[src/shared/app_pkg.sv]
// Function
// RULE_01: sample taken on sampling clock rising edge
// RULE_02: ten sampling edges from capture to output
// RULE_03: 14-bit word, or 12-bit variant, two interfaces
// RULE_04: bypass path: raw data, ten edges latency
// RULE_05: digital functions add extra pipeline latency
// RULE_06: reset into bypass; software clears it first
// RULE_07: leaving bypass enables gain at 0 dB
// RULE_08: gain 0 to 6 dB, half-dB steps
// RULE_09: offset loop subtracts estimate, limit 10 mV
// RULE_10: time constant 2^20 to 2^31, codes reserved
// RULE_11: hold freezes estimate, keeps applying it
// RULE_12: offset loop off after reset; enable after bypass
// RULE_13: full powerdown tristates outputs, 100 us wake
// RULE_14: core sleep keeps references, 5 us wake
// RULE_15: buffer off or pin low tristates, 100 ns
// RULE_16: slow sampling clock enters low power mode
// RULE_17: twos complement or offset binary, register or pin
// RULE_18: overdrive saturates to matching full scale
// RULE_19: software reset bit restores defaults, self-clears
// RULE_20: settings kept in bypass, applied when enabled
`default_nettype none
package app_pkg;
  localparam int unsigned SAMPLE_W  = 14;
  localparam int unsigned LL_LAT    = 10;
  localparam int unsigned DIG_EXTRA = 2;
  localparam int unsigned ACC_W     = 48;
  localparam int unsigned WAKE_W    = 15;
  localparam int unsigned SLOW_W    = 8;
  // register byte offsets
  localparam logic [7:0] CTRL_OFS = 8'h00;
  localparam logic [7:0] GAIN_OFS = 8'h04;
  localparam logic [7:0] TC_OFS   = 8'h08;
  localparam logic [7:0] PWR_OFS  = 8'h0c;
  localparam logic [7:0] STAT_OFS = 8'h10;
  localparam logic [7:0] EST_OFS  = 8'h14;
  // field positions
  localparam int unsigned CTRL_BYP_OFF_BIT = 0;
  localparam int unsigned CTRL_DC_ON_BIT   = 1;
  localparam int unsigned CTRL_DC_HOLD_BIT = 2;
  localparam int unsigned CTRL_FMT_OB_BIT  = 3;
  localparam int unsigned CTRL_CMOS_BIT    = 4;
  localparam int unsigned CTRL_SRST_BIT    = 7;
  localparam int unsigned PWR_FULL_BIT     = 0;
  localparam int unsigned PWR_SLEEP_BIT    = 1;
  localparam int unsigned PWR_OBUF_BIT     = 2;
  // values after reset
  localparam logic [4:0] CTRL_RST = 5'h00;
  localparam logic [3:0] GAIN_RST = 4'h0;
  localparam logic [3:0] TC_RST   = 4'h0;
  localparam logic [2:0] PWR_RST  = 3'h0;
  // gain and offset loop
  localparam logic [3:0]  GAIN_MAX      = 4'hc;
  localparam int unsigned GAIN_FRAC     = 12;
  localparam logic [13:0] GAIN_TAB [13] = '{14'd4096, 14'd4339, 14'd4596, 14'd4868, 14'd5157, 14'd5462,
                                            14'd5786, 14'd6129, 14'd6492, 14'd6877, 14'd7284, 14'd7715, 14'd8173};
  localparam logic [3:0]  TC_MAX        = 4'hb;
  localparam logic [5:0]  TC_BASE_SHIFT = 6'd20;
  localparam int unsigned OFS_LIMIT_MV  = 10;
  localparam int unsigned FS_MVPP       = 2000;
  localparam int unsigned OFS_LIMIT_CODES = OFS_LIMIT_MV * (1 << SAMPLE_W) / FS_MVPP;
  // timing
  localparam int unsigned CLK_FREQ_MHZ    = 200;
  localparam int unsigned CLK_PERIOD_NS   = 5;
  localparam int unsigned PD_WAKE_US      = 100;
  localparam int unsigned PD_WAKE_CYC     = PD_WAKE_US * CLK_FREQ_MHZ;
  localparam int unsigned SB_WAKE_US      = 5;
  localparam int unsigned SB_WAKE_CYC     = SB_WAKE_US * CLK_FREQ_MHZ;
  localparam int unsigned OBUF_WAKE_NS    = 100;
  localparam int unsigned OBUF_WAKE_CYC   = OBUF_WAKE_NS / CLK_PERIOD_NS;
  localparam int unsigned MIN_RATE_WIN_NS = 1000;
  localparam int unsigned SLOW_WIN_CYC    = MIN_RATE_WIN_NS / CLK_PERIOD_NS;
endpackage
`default_nettype wire

[src/app_ctrl.sv]
`timescale 1ns/1ps
`default_nettype none
module app_ctrl #(
  parameter int unsigned PD_WAKE_CYC = app_pkg::PD_WAKE_CYC
) (
  // clock and reset
  input  wire logic        core_clk_i,
  input  wire logic        rst_i,
  // wishbone slave
  input  wire logic        wb_cyc_i,
  input  wire logic        wb_stb_i,
  input  wire logic        wb_we_i,
  input  wire logic [7:0]  wb_adr_i,
  input  wire logic [3:0]  wb_sel_i,
  input  wire logic [31:0] wb_dat_i,
  output logic      [31:0] wb_dat_o,
  output logic             wb_ack_o,
  // converter core
  input  wire logic        samp_clk_i,
  input  wire logic [13:0] raw_data_i,
  input  wire logic        raw_ovr_i,
  // configuration pins
  input  wire logic        out_en_pin_i,
  input  wire logic        par_cfg_i,
  input  wire logic [1:0]  format_interface_pin_i,
  input  wire logic        variant_12b_i,
  // sample output
  output logic      [13:0] data_o,
  output logic             data_oe_o,
  output logic             data_valid_o,
  output logic             ovr_o,
  output logic             iface_cmos_o,
  // power state
  output logic             core_sleep_o,
  output logic             ref_off_o,
  output logic             low_power_o
);
  localparam int unsigned LAT = app_pkg::LL_LAT;
  localparam logic [14:0] PD_WAKE_LD = 15'(PD_WAKE_CYC);
  localparam logic [14:0] SB_WAKE_LD = 15'(app_pkg::SB_WAKE_CYC);
  localparam logic [14:0] OB_WAKE_LD = 15'(app_pkg::OBUF_WAKE_CYC);
  localparam logic [7:0]  SLOW_LIM   = 8'(app_pkg::SLOW_WIN_CYC);
  localparam logic signed [47:0] OFS_LIM = 48'(app_pkg::OFS_LIMIT_CODES);
  localparam logic signed [7:0]  EST_LIM = 8'(app_pkg::OFS_LIMIT_CODES);

  // configuration registers
  logic              bypass_path_off_q;
  logic              dc_loop_on_q;
  logic              dc_loop_hold_q;
  logic              fmt_ob_q;
  logic              cmos_q;
  logic [3:0]        gain_q;
  logic [3:0]        tc_q;
  logic              full_chip_powerdown_q;
  logic              core_sleep_q;
  logic              output_buffer_off_q;
  logic              srst_q;
  logic              ack_q;
  logic [31:0]       rdat_q;
  // state
  logic              samp_prev_q;
  logic              pd_prev_q;
  logic              sleep_prev_q;
  logic              buf_prev_q;
  logic [14:0]       wake_q;
  logic [7:0]        slow_cnt_q;
  logic              low_power_q;
  logic signed [13:0] pd_q [LAT];
  logic              pv_q [LAT];
  logic              po_q [LAT];
  logic signed [47:0] acc_q;
  logic signed [14:0] s1_q;
  logic              s1_v_q;
  logic              s1_o_q;
  logic signed [17:0] s2_q;
  logic              s2_v_q;
  logic              s2_o_q;
  logic [13:0]       data_q;
  logic              valid_q;
  logic              ovr_q;

  // bus decode
  wire wb_req   = wb_cyc_i & wb_stb_i & ~ack_q;
  wire wr_lane0 = wb_req & wb_we_i & wb_sel_i[0];
  wire wr_ctrl  = wr_lane0 & (wb_adr_i == app_pkg::CTRL_OFS);
  wire wr_gain  = wr_lane0 & (wb_adr_i == app_pkg::GAIN_OFS);
  wire wr_tc    = wr_lane0 & (wb_adr_i == app_pkg::TC_OFS);
  wire wr_pwr   = wr_lane0 & (wb_adr_i == app_pkg::PWR_OFS);
  wire rd_req   = wb_req & ~wb_we_i;
  wire cfg_clr  = srst_q;

  // sampling edge and effective controls
  wire samp_edge = samp_clk_i & ~samp_prev_q; // RULE_01
  wire dig_on    = bypass_path_off_q; // RULE_04 RULE_20
  wire dc_run    = dig_on & dc_loop_on_q; // RULE_12
  wire tail_v    = pv_q[LAT-1];
  wire tail_o    = po_q[LAT-1];
  wire signed [13:0] tail = pd_q[LAT-1];
  wire dc_upd    = dc_run & ~dc_loop_hold_q & samp_edge & tail_v; // RULE_11
  wire fmt_ob    = par_cfg_i ? format_interface_pin_i[1] : fmt_ob_q; // RULE_17
  wire cmos_sel  = par_cfg_i ? (format_interface_pin_i[1] ^ format_interface_pin_i[0]) : cmos_q; // RULE_03

  // power decode
  wire core_off  = full_chip_powerdown_q | core_sleep_q; // RULE_13 RULE_14
  wire buf_on    = ~full_chip_powerdown_q & ~output_buffer_off_q & out_en_pin_i; // RULE_15
  wire pd_exit   = pd_prev_q & ~full_chip_powerdown_q;
  wire sb_exit   = sleep_prev_q & ~core_sleep_q;
  wire ob_exit   = buf_on & ~buf_prev_q;
  wire [14:0] wake_load = pd_exit ? PD_WAKE_LD : (sb_exit ? SB_WAKE_LD : (ob_exit ? OB_WAKE_LD : 15'h0000));
  wire [14:0] wake_dec  = (wake_q != 15'h0000) ? wake_q - 15'h0001 : 15'h0000;
  wire [14:0] wake_d    = (wake_load > wake_q) ? wake_load : wake_dec;
  wire wake_busy = wake_q != 15'h0000;

  // offset loop estimate
  wire [3:0]  tc_sel   = (tc_q > app_pkg::TC_MAX) ? app_pkg::TC_MAX : tc_q; // RULE_10
  wire [5:0]  tc_shift = app_pkg::TC_BASE_SHIFT + {2'b00, tc_sel}; // RULE_10
  wire signed [47:0] est_full = acc_q >>> tc_shift;
  wire signed [47:0] est_clip = (est_full > OFS_LIM) ? OFS_LIM : ((est_full < -OFS_LIM) ? -OFS_LIM : est_full); // RULE_09
  wire signed [7:0]  est8     = est_clip[7:0];
  wire signed [47:0] acc_d    = acc_q + 48'(tail) - est_full; // RULE_09

  // gain
  wire [3:0]  gain_sel = (gain_q > app_pkg::GAIN_MAX) ? app_pkg::GAIN_MAX : gain_q; // RULE_08
  wire [13:0] gain_fac = app_pkg::GAIN_TAB[gain_sel]; // RULE_07 RULE_08
  wire signed [29:0] prod = s1_q * $signed({1'b0, gain_fac});
  wire signed [14:0] s1_d = 15'(tail) - (dc_run ? 15'(est8) : 15'sh0000); // RULE_09

  // output selection, saturation and format
  wire signed [17:0] sel_val = dig_on ? s2_q : 18'(tail); // RULE_04 RULE_05
  wire sel_v   = dig_on ? s2_v_q : tail_v;
  wire sel_o   = dig_on ? s2_o_q : tail_o;
  wire sat_pos = sel_o ? ~sel_val[17] : (sel_val > 18'sh01fff); // RULE_18
  wire sat_neg = sel_o ? sel_val[17] : (sel_val < -18'sh02000); // RULE_18
  wire [13:0] sat_w = sat_pos ? 14'h1fff : (sat_neg ? 14'h2000 : sel_val[13:0]); // RULE_18
  wire [13:0] fmt_w = fmt_ob ? {~sat_w[13], sat_w[12:0]} : sat_w; // RULE_17
  wire [13:0] out_w = variant_12b_i ? {2'b00, fmt_w[13:2]} : fmt_w; // RULE_03

  // read mux
  wire [31:0] rd_ctrl = {27'h0, cmos_q, fmt_ob_q, dc_loop_hold_q, dc_loop_on_q, bypass_path_off_q};
  wire [31:0] rd_pwr  = {29'h0, output_buffer_off_q, core_sleep_q, full_chip_powerdown_q};
  wire [31:0] rd_stat = {28'h0, wake_busy, ~dig_on, low_power_q, valid_q};
  wire [31:0] rd_mux  = (wb_adr_i == app_pkg::CTRL_OFS) ? rd_ctrl :
                        (wb_adr_i == app_pkg::GAIN_OFS) ? {28'h0, gain_q} :
                        (wb_adr_i == app_pkg::TC_OFS)   ? {28'h0, tc_q} :
                        (wb_adr_i == app_pkg::PWR_OFS)  ? rd_pwr :
                        (wb_adr_i == app_pkg::STAT_OFS) ? rd_stat :
                        (wb_adr_i == app_pkg::EST_OFS)  ? 32'(est8) : 32'h0000_0000;

  // bus handshake
  always_ff @(posedge core_clk_i or posedge rst_i) begin
    if (rst_i) begin
      ack_q  <= 1'b0;
      rdat_q <= 32'h0000_0000;
      srst_q <= 1'b0;
    end else begin
      ack_q  <= wb_req;
      rdat_q <= rd_req ? rd_mux : rdat_q;
      srst_q <= wr_ctrl & wb_dat_i[app_pkg::CTRL_SRST_BIT]; // RULE_19
    end
  end

  // control register
  always_ff @(posedge core_clk_i or posedge rst_i) begin
    if (rst_i) begin // RULE_06 RULE_12
      {cmos_q, fmt_ob_q, dc_loop_hold_q, dc_loop_on_q, bypass_path_off_q} <= app_pkg::CTRL_RST;
    end else if (cfg_clr) begin // RULE_19
      {cmos_q, fmt_ob_q, dc_loop_hold_q, dc_loop_on_q, bypass_path_off_q} <= app_pkg::CTRL_RST;
    end else if (wr_ctrl) begin
      bypass_path_off_q <= wb_dat_i[app_pkg::CTRL_BYP_OFF_BIT];
      dc_loop_on_q      <= wb_dat_i[app_pkg::CTRL_DC_ON_BIT];
      dc_loop_hold_q    <= wb_dat_i[app_pkg::CTRL_DC_HOLD_BIT];
      fmt_ob_q          <= wb_dat_i[app_pkg::CTRL_FMT_OB_BIT];
      cmos_q            <= wb_dat_i[app_pkg::CTRL_CMOS_BIT];
    end
  end

  // gain, time constant and power registers, kept while bypassed
  always_ff @(posedge core_clk_i or posedge rst_i) begin
    if (rst_i) begin
      gain_q <= app_pkg::GAIN_RST; // RULE_07
      tc_q   <= app_pkg::TC_RST;
      {output_buffer_off_q, core_sleep_q, full_chip_powerdown_q} <= app_pkg::PWR_RST;
    end else if (cfg_clr) begin // RULE_19
      gain_q <= app_pkg::GAIN_RST;
      tc_q   <= app_pkg::TC_RST;
      {output_buffer_off_q, core_sleep_q, full_chip_powerdown_q} <= app_pkg::PWR_RST;
    end else begin
      gain_q <= wr_gain ? wb_dat_i[3:0] : gain_q; // RULE_20
      tc_q   <= wr_tc ? wb_dat_i[3:0] : tc_q; // RULE_20
      if (wr_pwr) begin
        full_chip_powerdown_q <= wb_dat_i[app_pkg::PWR_FULL_BIT]; // RULE_13
        core_sleep_q          <= wb_dat_i[app_pkg::PWR_SLEEP_BIT]; // RULE_14
        output_buffer_off_q   <= wb_dat_i[app_pkg::PWR_OBUF_BIT]; // RULE_15
      end
    end
  end

  // power state and wake timer
  always_ff @(posedge core_clk_i or posedge rst_i) begin
    if (rst_i) begin
      pd_prev_q    <= 1'b0;
      sleep_prev_q <= 1'b0;
      buf_prev_q   <= 1'b1; // no false buffer wake after reset
      wake_q       <= 15'h0000;
    end else begin
      pd_prev_q    <= full_chip_powerdown_q;
      sleep_prev_q <= core_sleep_q;
      buf_prev_q   <= buf_on;
      wake_q       <= wake_d; // RULE_13 RULE_14 RULE_15
    end
  end

  // slow sampling clock detector
  always_ff @(posedge core_clk_i or posedge rst_i) begin
    if (rst_i) begin
      samp_prev_q <= 1'b0;
      slow_cnt_q  <= 8'h00;
      low_power_q <= 1'b0;
    end else begin
      samp_prev_q <= samp_clk_i;
      slow_cnt_q  <= samp_edge ? 8'h00 : ((slow_cnt_q == SLOW_LIM) ? slow_cnt_q : slow_cnt_q + 8'h01); // RULE_16
      low_power_q <= samp_edge ? 1'b0 : (low_power_q | (slow_cnt_q == SLOW_LIM)); // RULE_16
    end
  end

  // converter pipeline, one stage per sampling edge
  for (genvar g = 0; g < LAT; g++) begin : g_pipe
    always_ff @(posedge core_clk_i or posedge rst_i) begin
      if (rst_i) begin
        pd_q[g] <= 14'sh0000;
        pv_q[g] <= 1'b0;
        po_q[g] <= 1'b0;
      end else if (samp_edge) begin // RULE_02
        pd_q[g] <= (g == 0) ? $signed(raw_data_i) : pd_q[(g == 0) ? 0 : g - 1]; // RULE_01
        pv_q[g] <= (g == 0) ? ~core_off : pv_q[(g == 0) ? 0 : g - 1];
        po_q[g] <= (g == 0) ? raw_ovr_i : po_q[(g == 0) ? 0 : g - 1];
      end
    end
  end

  // offset accumulator
  always_ff @(posedge core_clk_i or posedge rst_i) begin
    if (rst_i) begin
      acc_q <= 48'sh0;
    end else if (!dc_run) begin
      acc_q <= 48'sh0; // RULE_12
    end else if (dc_upd) begin
      acc_q <= acc_d; // RULE_09 RULE_10
    end
  end

  // digital stages: offset subtract, then gain
  always_ff @(posedge core_clk_i or posedge rst_i) begin
    if (rst_i) begin
      s1_q   <= 15'sh0000;
      s1_v_q <= 1'b0;
      s1_o_q <= 1'b0;
      s2_q   <= 18'sh00000;
      s2_v_q <= 1'b0;
      s2_o_q <= 1'b0;
    end else if (samp_edge) begin // RULE_05
      s1_q   <= s1_d;
      s1_v_q <= tail_v;
      s1_o_q <= tail_o;
      s2_q   <= 18'(prod >>> app_pkg::GAIN_FRAC); // RULE_08
      s2_v_q <= s1_v_q;
      s2_o_q <= s1_o_q;
    end
  end

  // output word register
  always_ff @(posedge core_clk_i or posedge rst_i) begin
    if (rst_i) begin
      data_q  <= 14'h0000;
      valid_q <= 1'b0;
      ovr_q   <= 1'b0;
    end else if (samp_edge) begin // RULE_02
      data_q  <= out_w;
      valid_q <= sel_v;
      ovr_q   <= sel_o | sat_pos | sat_neg;
    end
  end

  assign wb_ack_o     = ack_q;
  assign wb_dat_o     = rdat_q;
  assign data_o       = data_q;
  assign data_oe_o    = buf_on; // RULE_13 RULE_15
  assign data_valid_o = valid_q & buf_on & ~wake_busy & ~core_off;
  assign ovr_o        = ovr_q;
  assign iface_cmos_o = cmos_sel;
  assign core_sleep_o = core_off; // RULE_14
  assign ref_off_o    = full_chip_powerdown_q; // RULE_13
  assign low_power_o  = low_power_q;
endmodule
`default_nettype wire

[config.mk]
export PLATFORM = sky130hd
export DESIGN_NAME = app_ctrl
export DESIGN_NICKNAME = d
export VERILOG_FILES = /design/src/shared/app_pkg.sv /design/src/app_ctrl.sv
export SDC_FILE = /design/constraint.sdc
export NUM_CORES = 2
export LEC_CHECK = 0
export ABC_AREA = 1
export BUFFER_PORTS_ARGS = -buffer_cell sky130_fd_sc_hd__buf_2
export CORE_MARGIN = 2
export CORE_UTILIZATION = 55
export DETAILED_ROUTE_END_ITERATION = 10
export HOLD_SLACK_MARGIN = 0.08
export PLACE_DENSITY = 0.73
export SYNTH_ARGS = -nofsm -noshare
export SYNTH_HDL_FRONTEND = slang
export SYNTH_SLANG_ARGS = --single-unit
[constraint.sdc]
create_clock -name core_clk_i -period 12.8 [get_ports core_clk_i]
set_input_delay 0.64 -clock core_clk_i [delete_from_list [all_inputs] [get_ports core_clk_i]]
set_output_delay 0.64 -clock core_clk_i [all_outputs]
set_load 0.01 [all_outputs]
# Word-level counts from Yosys, hierarchy flattened
# Memories as Yosys holds them, arrays and structs flattened.
# Index checks and enable logic that the tools add are counted.
[op_classes]
shift = 1
reduce_logical = 6
addsub = 6
mux = 54
n_lt_le_gt_ge = 8
n_eq_ne = 8
multipliers = 1
bitwise_logic = 42
[op_table]
columns = ["op", "n"]
rows = [
  ["two-way mux 32 bit", 6],
  ["two-way mux 48 bit", 2],
  ["two-way mux 14 bit", 6],
  ["two-way mux 15 bit", 4],
  ["adder 48 x 14 -> 48 bit", 1],
  ["> comparator 48 x 8 -> 1 bit, second input constant", 1],
  ["less-than comparator 48 x 8 -> 1 bit, second input constant", 1],
  [">>> shifter 48 x 6 -> 48 bit", 1],
  ["subtractor 48 bit", 1],
  ["two-way mux 8 bit", 4],
  ["multiplier 15 x 15 -> 30 bit", 1],
  ["two-way mux 4 bit", 6],
  ["AND 1 bit", 23],
  ["two-way mux 1 bit", 23],
  ["> comparator 18 x 14 -> 1 bit, second input constant", 1],
  ["less-than comparator 18 x 14 -> 1 bit, second input constant", 1],
  ["two-way mux 18 bit", 1],
  ["equality test 8 x 4 -> 1 bit, second input constant", 2],
  ["equality test 8 x 5 -> 1 bit, second input constant", 2],
  ["> comparator 15 bit", 1],
  ["nonzero test 15 bit", 1],
  ["subtractor 14 x 15 -> 15 bit", 1],
  ["subtractor 15 x 1 -> 15 bit, second input constant", 1],
  ["inverter 1 bit", 13],
  ["other kinds (15)", 22],
]
[totals]
word_cells = 187
inputBits = 70
n_memories = 1
romBits = 224
register_bits = 339
out_inout_bits = 54
[mem_list]
columns = ["memory", "depth", "width", "rd", "rd_clocked_by_memory_dff", "write_ports", "line", "rtl"]
rows = [
  ["(name not given)", 16, 14, 1, 0, 0, "app_ctrl.sv:124", "wire [13:0] gain_fac = app_pkg::GAIN_TAB[gain_sel];"],
]

# Logic depth before layout (Yosys ltp)
[logic_depth]
word_depth = 13
ltp_mapped = 38
ltp_nobuf = 36

# Worst setup path before layout
# No wires, ideal clock.
[synth_path]
kind = "reg-to-reg"
from = "register gain_q[2]"
to = "register s2_q[14]"
path_stages_with_launch = 31
t_arrival_ps = 7049
synth_period_minus_slack_ps = 7176
setup_ps = 127
setup_slack_ps = 5624
path_buffers = 2
required_ps = 12673
path_cell_list = "dfrtp_1 -> buf_1 -> nand2_1 -> nand2_1 -> inv_1 -> ha_1 -> nor2_1 -> or2_2 -> a21oi_1 -> inv_1 -> clkbuf_1 -> nor2_1 -> fa_1 -> inv_1 -> fa_1 -> inv_1 -> fa_1 -> fa_1 -> fa_1 -> inv_1 -> fa_1 -> inv_1 -> ha_1 -> nand2_1 -> nor2_1 -> inv_1 -> o221a_2 -> o21ai_0 -> nand2_1 -> a21oi_1 -> o21ai_0"
[synth_via]
elab_chain_len = 7
[synth_lines]
columns = ["element", "line", "rtl"]
rows = [
  ["start, declared", "app_ctrl.sv:52", "logic [3:0] gain_q;"],
  ["start signal, assigned", "app_ctrl.sv:180", "gain_q <= app_pkg::GAIN_RST;"],
  ["start signal, assigned", "app_ctrl.sv:184", "gain_q <= app_pkg::GAIN_RST;"],
  ["start signal, assigned", "app_ctrl.sv:188", "gain_q <= wr_gain ? wb_dat_i[3:0] : gain_q;"],
  ["> comparator 4 bit", "app_ctrl.sv:123", "wire [3:0] gain_sel = (gain_q > app_pkg::GAIN_MAX) ? app_pkg::GAIN_MAX : gain_q;"],
  ["two-way mux 4 bit *", "app_ctrl.sv:123", ""],
  ["inverter 4 -> 5 bit (not written as such) *", "app_ctrl.sv:124", ""],
  ["memory read (16 x 14 bit) *", "--", ""],
  ["two-way mux 14 bit (not written as such) * (2 in series)", "app_ctrl.sv:124", ""],
  ["multiplier 15 x 15 -> 30 bit *", "app_ctrl.sv:125", "wire signed [29:0] prod = s1_q * $signed({1'b0, gain_fac});"],
  ["end signal, assigned", "app_ctrl.sv:265", "s2_q <= 18'(prod >>> app_pkg::GAIN_FRAC);"],
  ["end, declared", "app_ctrl.sv:75", "logic signed [17:0] s2_q;"],
]
# Mark *: on every way between the ends. The rest lies on a longest branch, timed or not. The select of a mux whose other input is x is not followed.
# A chain may end at the register's enable or synchronous reset.

# Worst setup path in the final report
[layout_path]
from = "register gain_q[3]"
to = "register s2_q[14]"
# The elaborated chain is that of the path after synthesis.

==> run summary <==
The share of synthesized flip-flops with an asynchronous set or reset came out at between 90% and 100%. The arrival time of data at the critical path endpoint is 9100 ps. The flow ran to the end, and the final reports show no timing, DRC or antenna violations. For the worst-skew pair, the clock arrives at the later sink with an insertion delay of 560 ps. In this run switching power makes up 43.62% of total power.

The unique cell type count in the Yosys netlist came out at between 50 and 60. The critical path launch point type is a flop. The net switching component of the power came out at 1.969 mW. The routability congestion estimate from global placement came out at 0.9556. The count of buffers inserted at the top-level ports is 94.

The transition at the pin with the smallest max-transition slack came out at 1112 ps. The clock network power share is 24.0%. By instance count, the cell type seen most on the critical path is sky130_fd_sc_hd__nand2_1. The initial core utilization came out at between 50% and 60%. The count of nets after finishing came out at 3995.

The CTS buffer count is 37. The xor/xnor cell area share of the yosys netlist came out at 1.106%. The clock-pin slew of the registers on the worst-case setup and hold paths came out at 60 ps. The ratio of cells with drive above 1 in the final layout came out at 6.339%. The sequential element share of the synthesized area is 29.28%. After Yosys synthesis, full adders, half adders and majority gates account for 24.59% of the synthesized area. The post-cts hold buffer count is 0.

The storage element area is 7884 um^2. The total DRC errors in the routed layout is 0. The worst voltage drop across the vdd grid is 0.0001118 V. The max-capacitance violation count came out at 0.

The capturing element type of the critical path is a flop. The area fraction in compound gates after synthesis is under 10%. The average vias per placed instance came out at between 5 and 6. The number of hold violations in the final report came to 0. The post-detailed-routing wire length came out at 65590 um. The internal power of the cells totals 2.545 mW. The number of synthesized flops with an enable pin came out at 0.

The worst-case register-to-register setup slack came out at 4170 ps. The number of antenna violations at the first check in global routing came out at 0. The biggest area contributor in the post-synthesis netlist is sky130_fd_sc_hd__dfrtp_1.

The count of yosys warnings during synthesis is 0. The remaining number of nets flagged by the antenna check after routing is 0. The proportion of netlist area held by the largest area contributor is 29.18%. The tree is rooted in a sky130_fd_sc_hd__clkbuf_16. The cell count after synthesis is 3517. Leaving out fill and tap cells, the most frequent cells in the layout are sky130_fd_sc_hd__nand2_1 (1072), sky130_fd_sc_hd__inv_1 (517), sky130_fd_sc_hd__dfrtp_1 (314). By startpoint and endpoint, the worst setup path is classified as flop to flop. Buffers added to address setup during post-CTS repair amount to 0.

The number of antenna repair diodes is 0. Summed over all layers, the global routing overflow is 0. The clock passes through at most 3 buffers. The area share of and/or/nand/nor cells after synthesis came out at 25.13%.

The die boundary height came out at 225.3 um. The floorplan die area came out at 50750 um^2. The delay contributed by the slowest stage of the critical path is approximately 980 ps. The estimated wirelength of the detail-placed design came out at 49600 um. The primary flip-flop cell chosen by synthesis mapping is sky130_fd_sc_hd__dfrtp_1.

The via count of the first global-routing pass is 22130. The final-report max-slew violation count was 0. The tree built by TritonCTS fans out to roughly 320 sinks. For this design, the slowest cell found on the critical path is sky130_fd_sc_hd__dfrtp_1. The count of boundary I/O pins came out at 124. The post-synthesis register bit count came out at 315. The number of vias after detailed routing is ~23000. Power spread over the standard cell area amounts to approximately 160 nW/um^2. The sum of negative setup slack came out at 0 ps. By area, the combinational part of the netlist is dominated by simple AND/OR/NAND/NOR gates. The mean area per synthesized cell came out at approximately 7.7 um^2. The data required time at the worst endpoint is 13270 ps. The final worst-path cycle share is 67.44%. Between clock sinks in the finished design, the worst skew comes to 16.32 ps.

The count of TritonRoute iterations in the first routing pass came out at 5. The final number of setup-violating endpoints is 0. From left edge to right edge, the die measures 225.3 um. Summing every instance area after synthesis gives 26930 um^2.

The peak fanout along the critical path is 29. In this run the tightest slew margin relative to its limit is 25.62%. Power comes to 4.515 mW. The portion of total power attributed to sequential cells came out at 30.1%.

TritonCTS built the clock tree. In this run, the number of DRC markers left after iteration 0 of detailed routing was 1986. The core area came out at 48650 um^2. The H-tree depth reported by CTS is 2. The mux contribution to synthesized area is 0.3020%. The minimum clock period after layout is around 8600 ps. By area the synthesized netlist is led by sky130_fd_sc_hd__dfrtp_1 (29%), sky130_fd_sc_hd__fa_1 (18%), sky130_fd_sc_hd__nand2_1 (15%). The area used by multi-input combinational logic is 16410 um^2. The logic gate share of total power is 45.9%.

The first-pass GRT wire length is 110700 um. After detailed routing, the average wire length per cell comes to between 15 and 20 um. The floorplan row count came out at 81. After filler insertion, the fill cell instance count of the layout stands at 4578.

The highest attainable clock frequency came out at 115.8 MHz. The post-cts resize count is 0. The synthesized netlist net count came out at 3974. The library cell used most frequently in the layout, excluding fill and tap cells, is sky130_fd_sc_hd__nand2_1. The pin count of the biggest net entering global routing came out at 201. Global routing consumed, over all layers together, a little over a quarter of the routing resources.

The path class of the tightest hold or removal check is input pin to flop. Setup repair after global routing left no endpoint under its margin. Compared with the post-synthesis result, the final layout area differs by 7.485%.

The leakage dissipation came out at 15.60 nW.
==> stage by stage <==
stage	worst slack (ps)	hold WS [ps]	instance area, um^2	cells	utilization (%)
6_report	4167	205.9	28940	4187	59.50
5_1_grt	3204	182.5	28940	4187	59.50
4_1_cts	4085	176.2	28940	4187	59.50
3_5_place_dp	4121	407.9	27690	4121	56.92
3_3_place_gp	4226	406.9	27690	4121	56.92
2_1_floorplan	3447	394.9	26930	3517	-
==> synthesized netlist by cell type, types with 2 or more instances <==
master,instances
sky130_fd_sc_hd__mux2i_1,7
sky130_fd_sc_hd__xor2_1,18
sky130_fd_sc_hd__or2_2,5
sky130_fd_sc_hd__ha_1,150
sky130_fd_sc_hd__a31oi_1,18
sky130_fd_sc_hd__nand2_1,1072
sky130_fd_sc_hd__a21oi_1,146
sky130_fd_sc_hd__o221ai_1,4
sky130_fd_sc_hd__o21ai_1,8
sky130_fd_sc_hd__nand2_2,4
sky130_fd_sc_hd__buf_6,6
sky130_fd_sc_hd__buf_2,10
sky130_fd_sc_hd__o211ai_1,17
sky130_fd_sc_hd__o21bai_1,5
sky130_fd_sc_hd__and2_1,3
sky130_fd_sc_hd__a32o_1,2
sky130_fd_sc_hd__inv_2,4
sky130_fd_sc_hd__a21boi_0,2
sky130_fd_sc_hd__nor3_1,27
sky130_fd_sc_hd__o21a_1,4
sky130_fd_sc_hd__o31ai_1,13
sky130_fd_sc_hd__nand4_1,16
sky130_fd_sc_hd__o22ai_1,12
sky130_fd_sc_hd__dfrtp_1,314
sky130_fd_sc_hd__buf_1,14
sky130_fd_sc_hd__nor2_2,5
sky130_fd_sc_hd__inv_1,519
sky130_fd_sc_hd__and3_1,3
sky130_fd_sc_hd__nand3_1,189
sky130_fd_sc_hd__nor2_4,3
sky130_fd_sc_hd__fa_1,237
sky130_fd_sc_hd__o21ai_0,194
sky130_fd_sc_hd__a21o_1,18
sky130_fd_sc_hd__nor2_1,285
sky130_fd_sc_hd__a211oi_1,8
sky130_fd_sc_hd__nor4_1,9
sky130_fd_sc_hd__o41ai_1,3
sky130_fd_sc_hd__xnor2_1,16
sky130_fd_sc_hd__a22oi_1,3
sky130_fd_sc_hd__a22o_1,2
sky130_fd_sc_hd__o2111ai_1,3
sky130_fd_sc_hd__clkbuf_1,71
sky130_fd_sc_hd__buf_4,30
sky130_fd_sc_hd__nand3_2,23
sky130_fd_sc_hd__nand2_4,3
==> worst paths after layout <==
path | startpoint | endpoint | depth (start not counted)
max | gain_q[3] | s2_q[14] | 28
min | samp_clk_i | samp_prev_q | 1
max reg2reg | gain_q[3] | s2_q[14] | 28
min reg2reg | core_sleep_q | sleep_prev_q | 0
max in group asynchronous | rst_i | s2_q[11] | 3
min in group asynchronous | rst_i | acc_q[31] | 2
==> cell families (layout without fill, tap and decap cells) <==
group / count (synthesis) / count (layout)
and+or+nand+nor: 1649 / 1649
buffers and inverters: 657 / 705
AOI/OAI and AO/OA: 467 / 467
adders and majority gates: 387 / 387
DFF: 315 / 315
xor gates and xnor gates: 34 / 34
muxes: 8 / 8
==> power by group through the flow <==
| stage | clock [mW] | sequential (mW) | combinational [mW] |
|---|---|---|---|
| after floorplan | 0 | 1.31 | 1.56 |
| after global placement | 0 | 1.37 | 2.01 |
| after detailed placement | 0 | 1.37 | 2.05 |
| after CTS | 1.11 | 1.35 | 2.06 |
| after global routing | 1.15 | 1.38 | 2.38 |
| final | 1.08 | 1.36 | 2.07 |
==> flip-flops by register name, indices dropped and copies added (netlist names), 4 cells and up <==
| register | count |
|---|---|
| po_q | 9 |
| pd_q | 126 |
| tail | 14 |
| pv_q | 9 |
| s2_q | 18 |
| gain_q | 4 |
| tc_q | 4 |
| wb_dat_o | 8 |
| wake_q | 15 |
| s1_q | 15 |
| data_o | 14 |
| acc_q | 48 |
| slow_cnt_q | 8 |
==> cell type report <==
cell class,count,area share (%)
Tap cell,622,2.689
Clock buffer,58,3.891
Clock inverter,8,0.4496
Sequential cell,315,27.24
Inverter,525,6.860
Multi-Input combinational cell,2545,56.69
Timing Repair Buffer,114,2.187
==> metal layers <==
metal  vias to the layer above  global-route usage, %  wire (um)
li1                      11110                      -          -
met1                     10720                  36.78      29020
met2                       577                  44.27      30340
met3                       125                  4.420       3726
met4                         0                  10.36       2499
met5                         -                      0          0
==> worst max-delay path: cells and delay by family (launching register included) <==
family | cells | cell delay [ps]
buffers and inverters | 6 | 620
AOI/OAI and AO/OA | 3 | 960
DFF | 1 | 980
adders and majority gates | 8 | 4140
and+or+nand+nor | 11 | 1830
No activity file was read; power rests on OpenSTA's default activity.
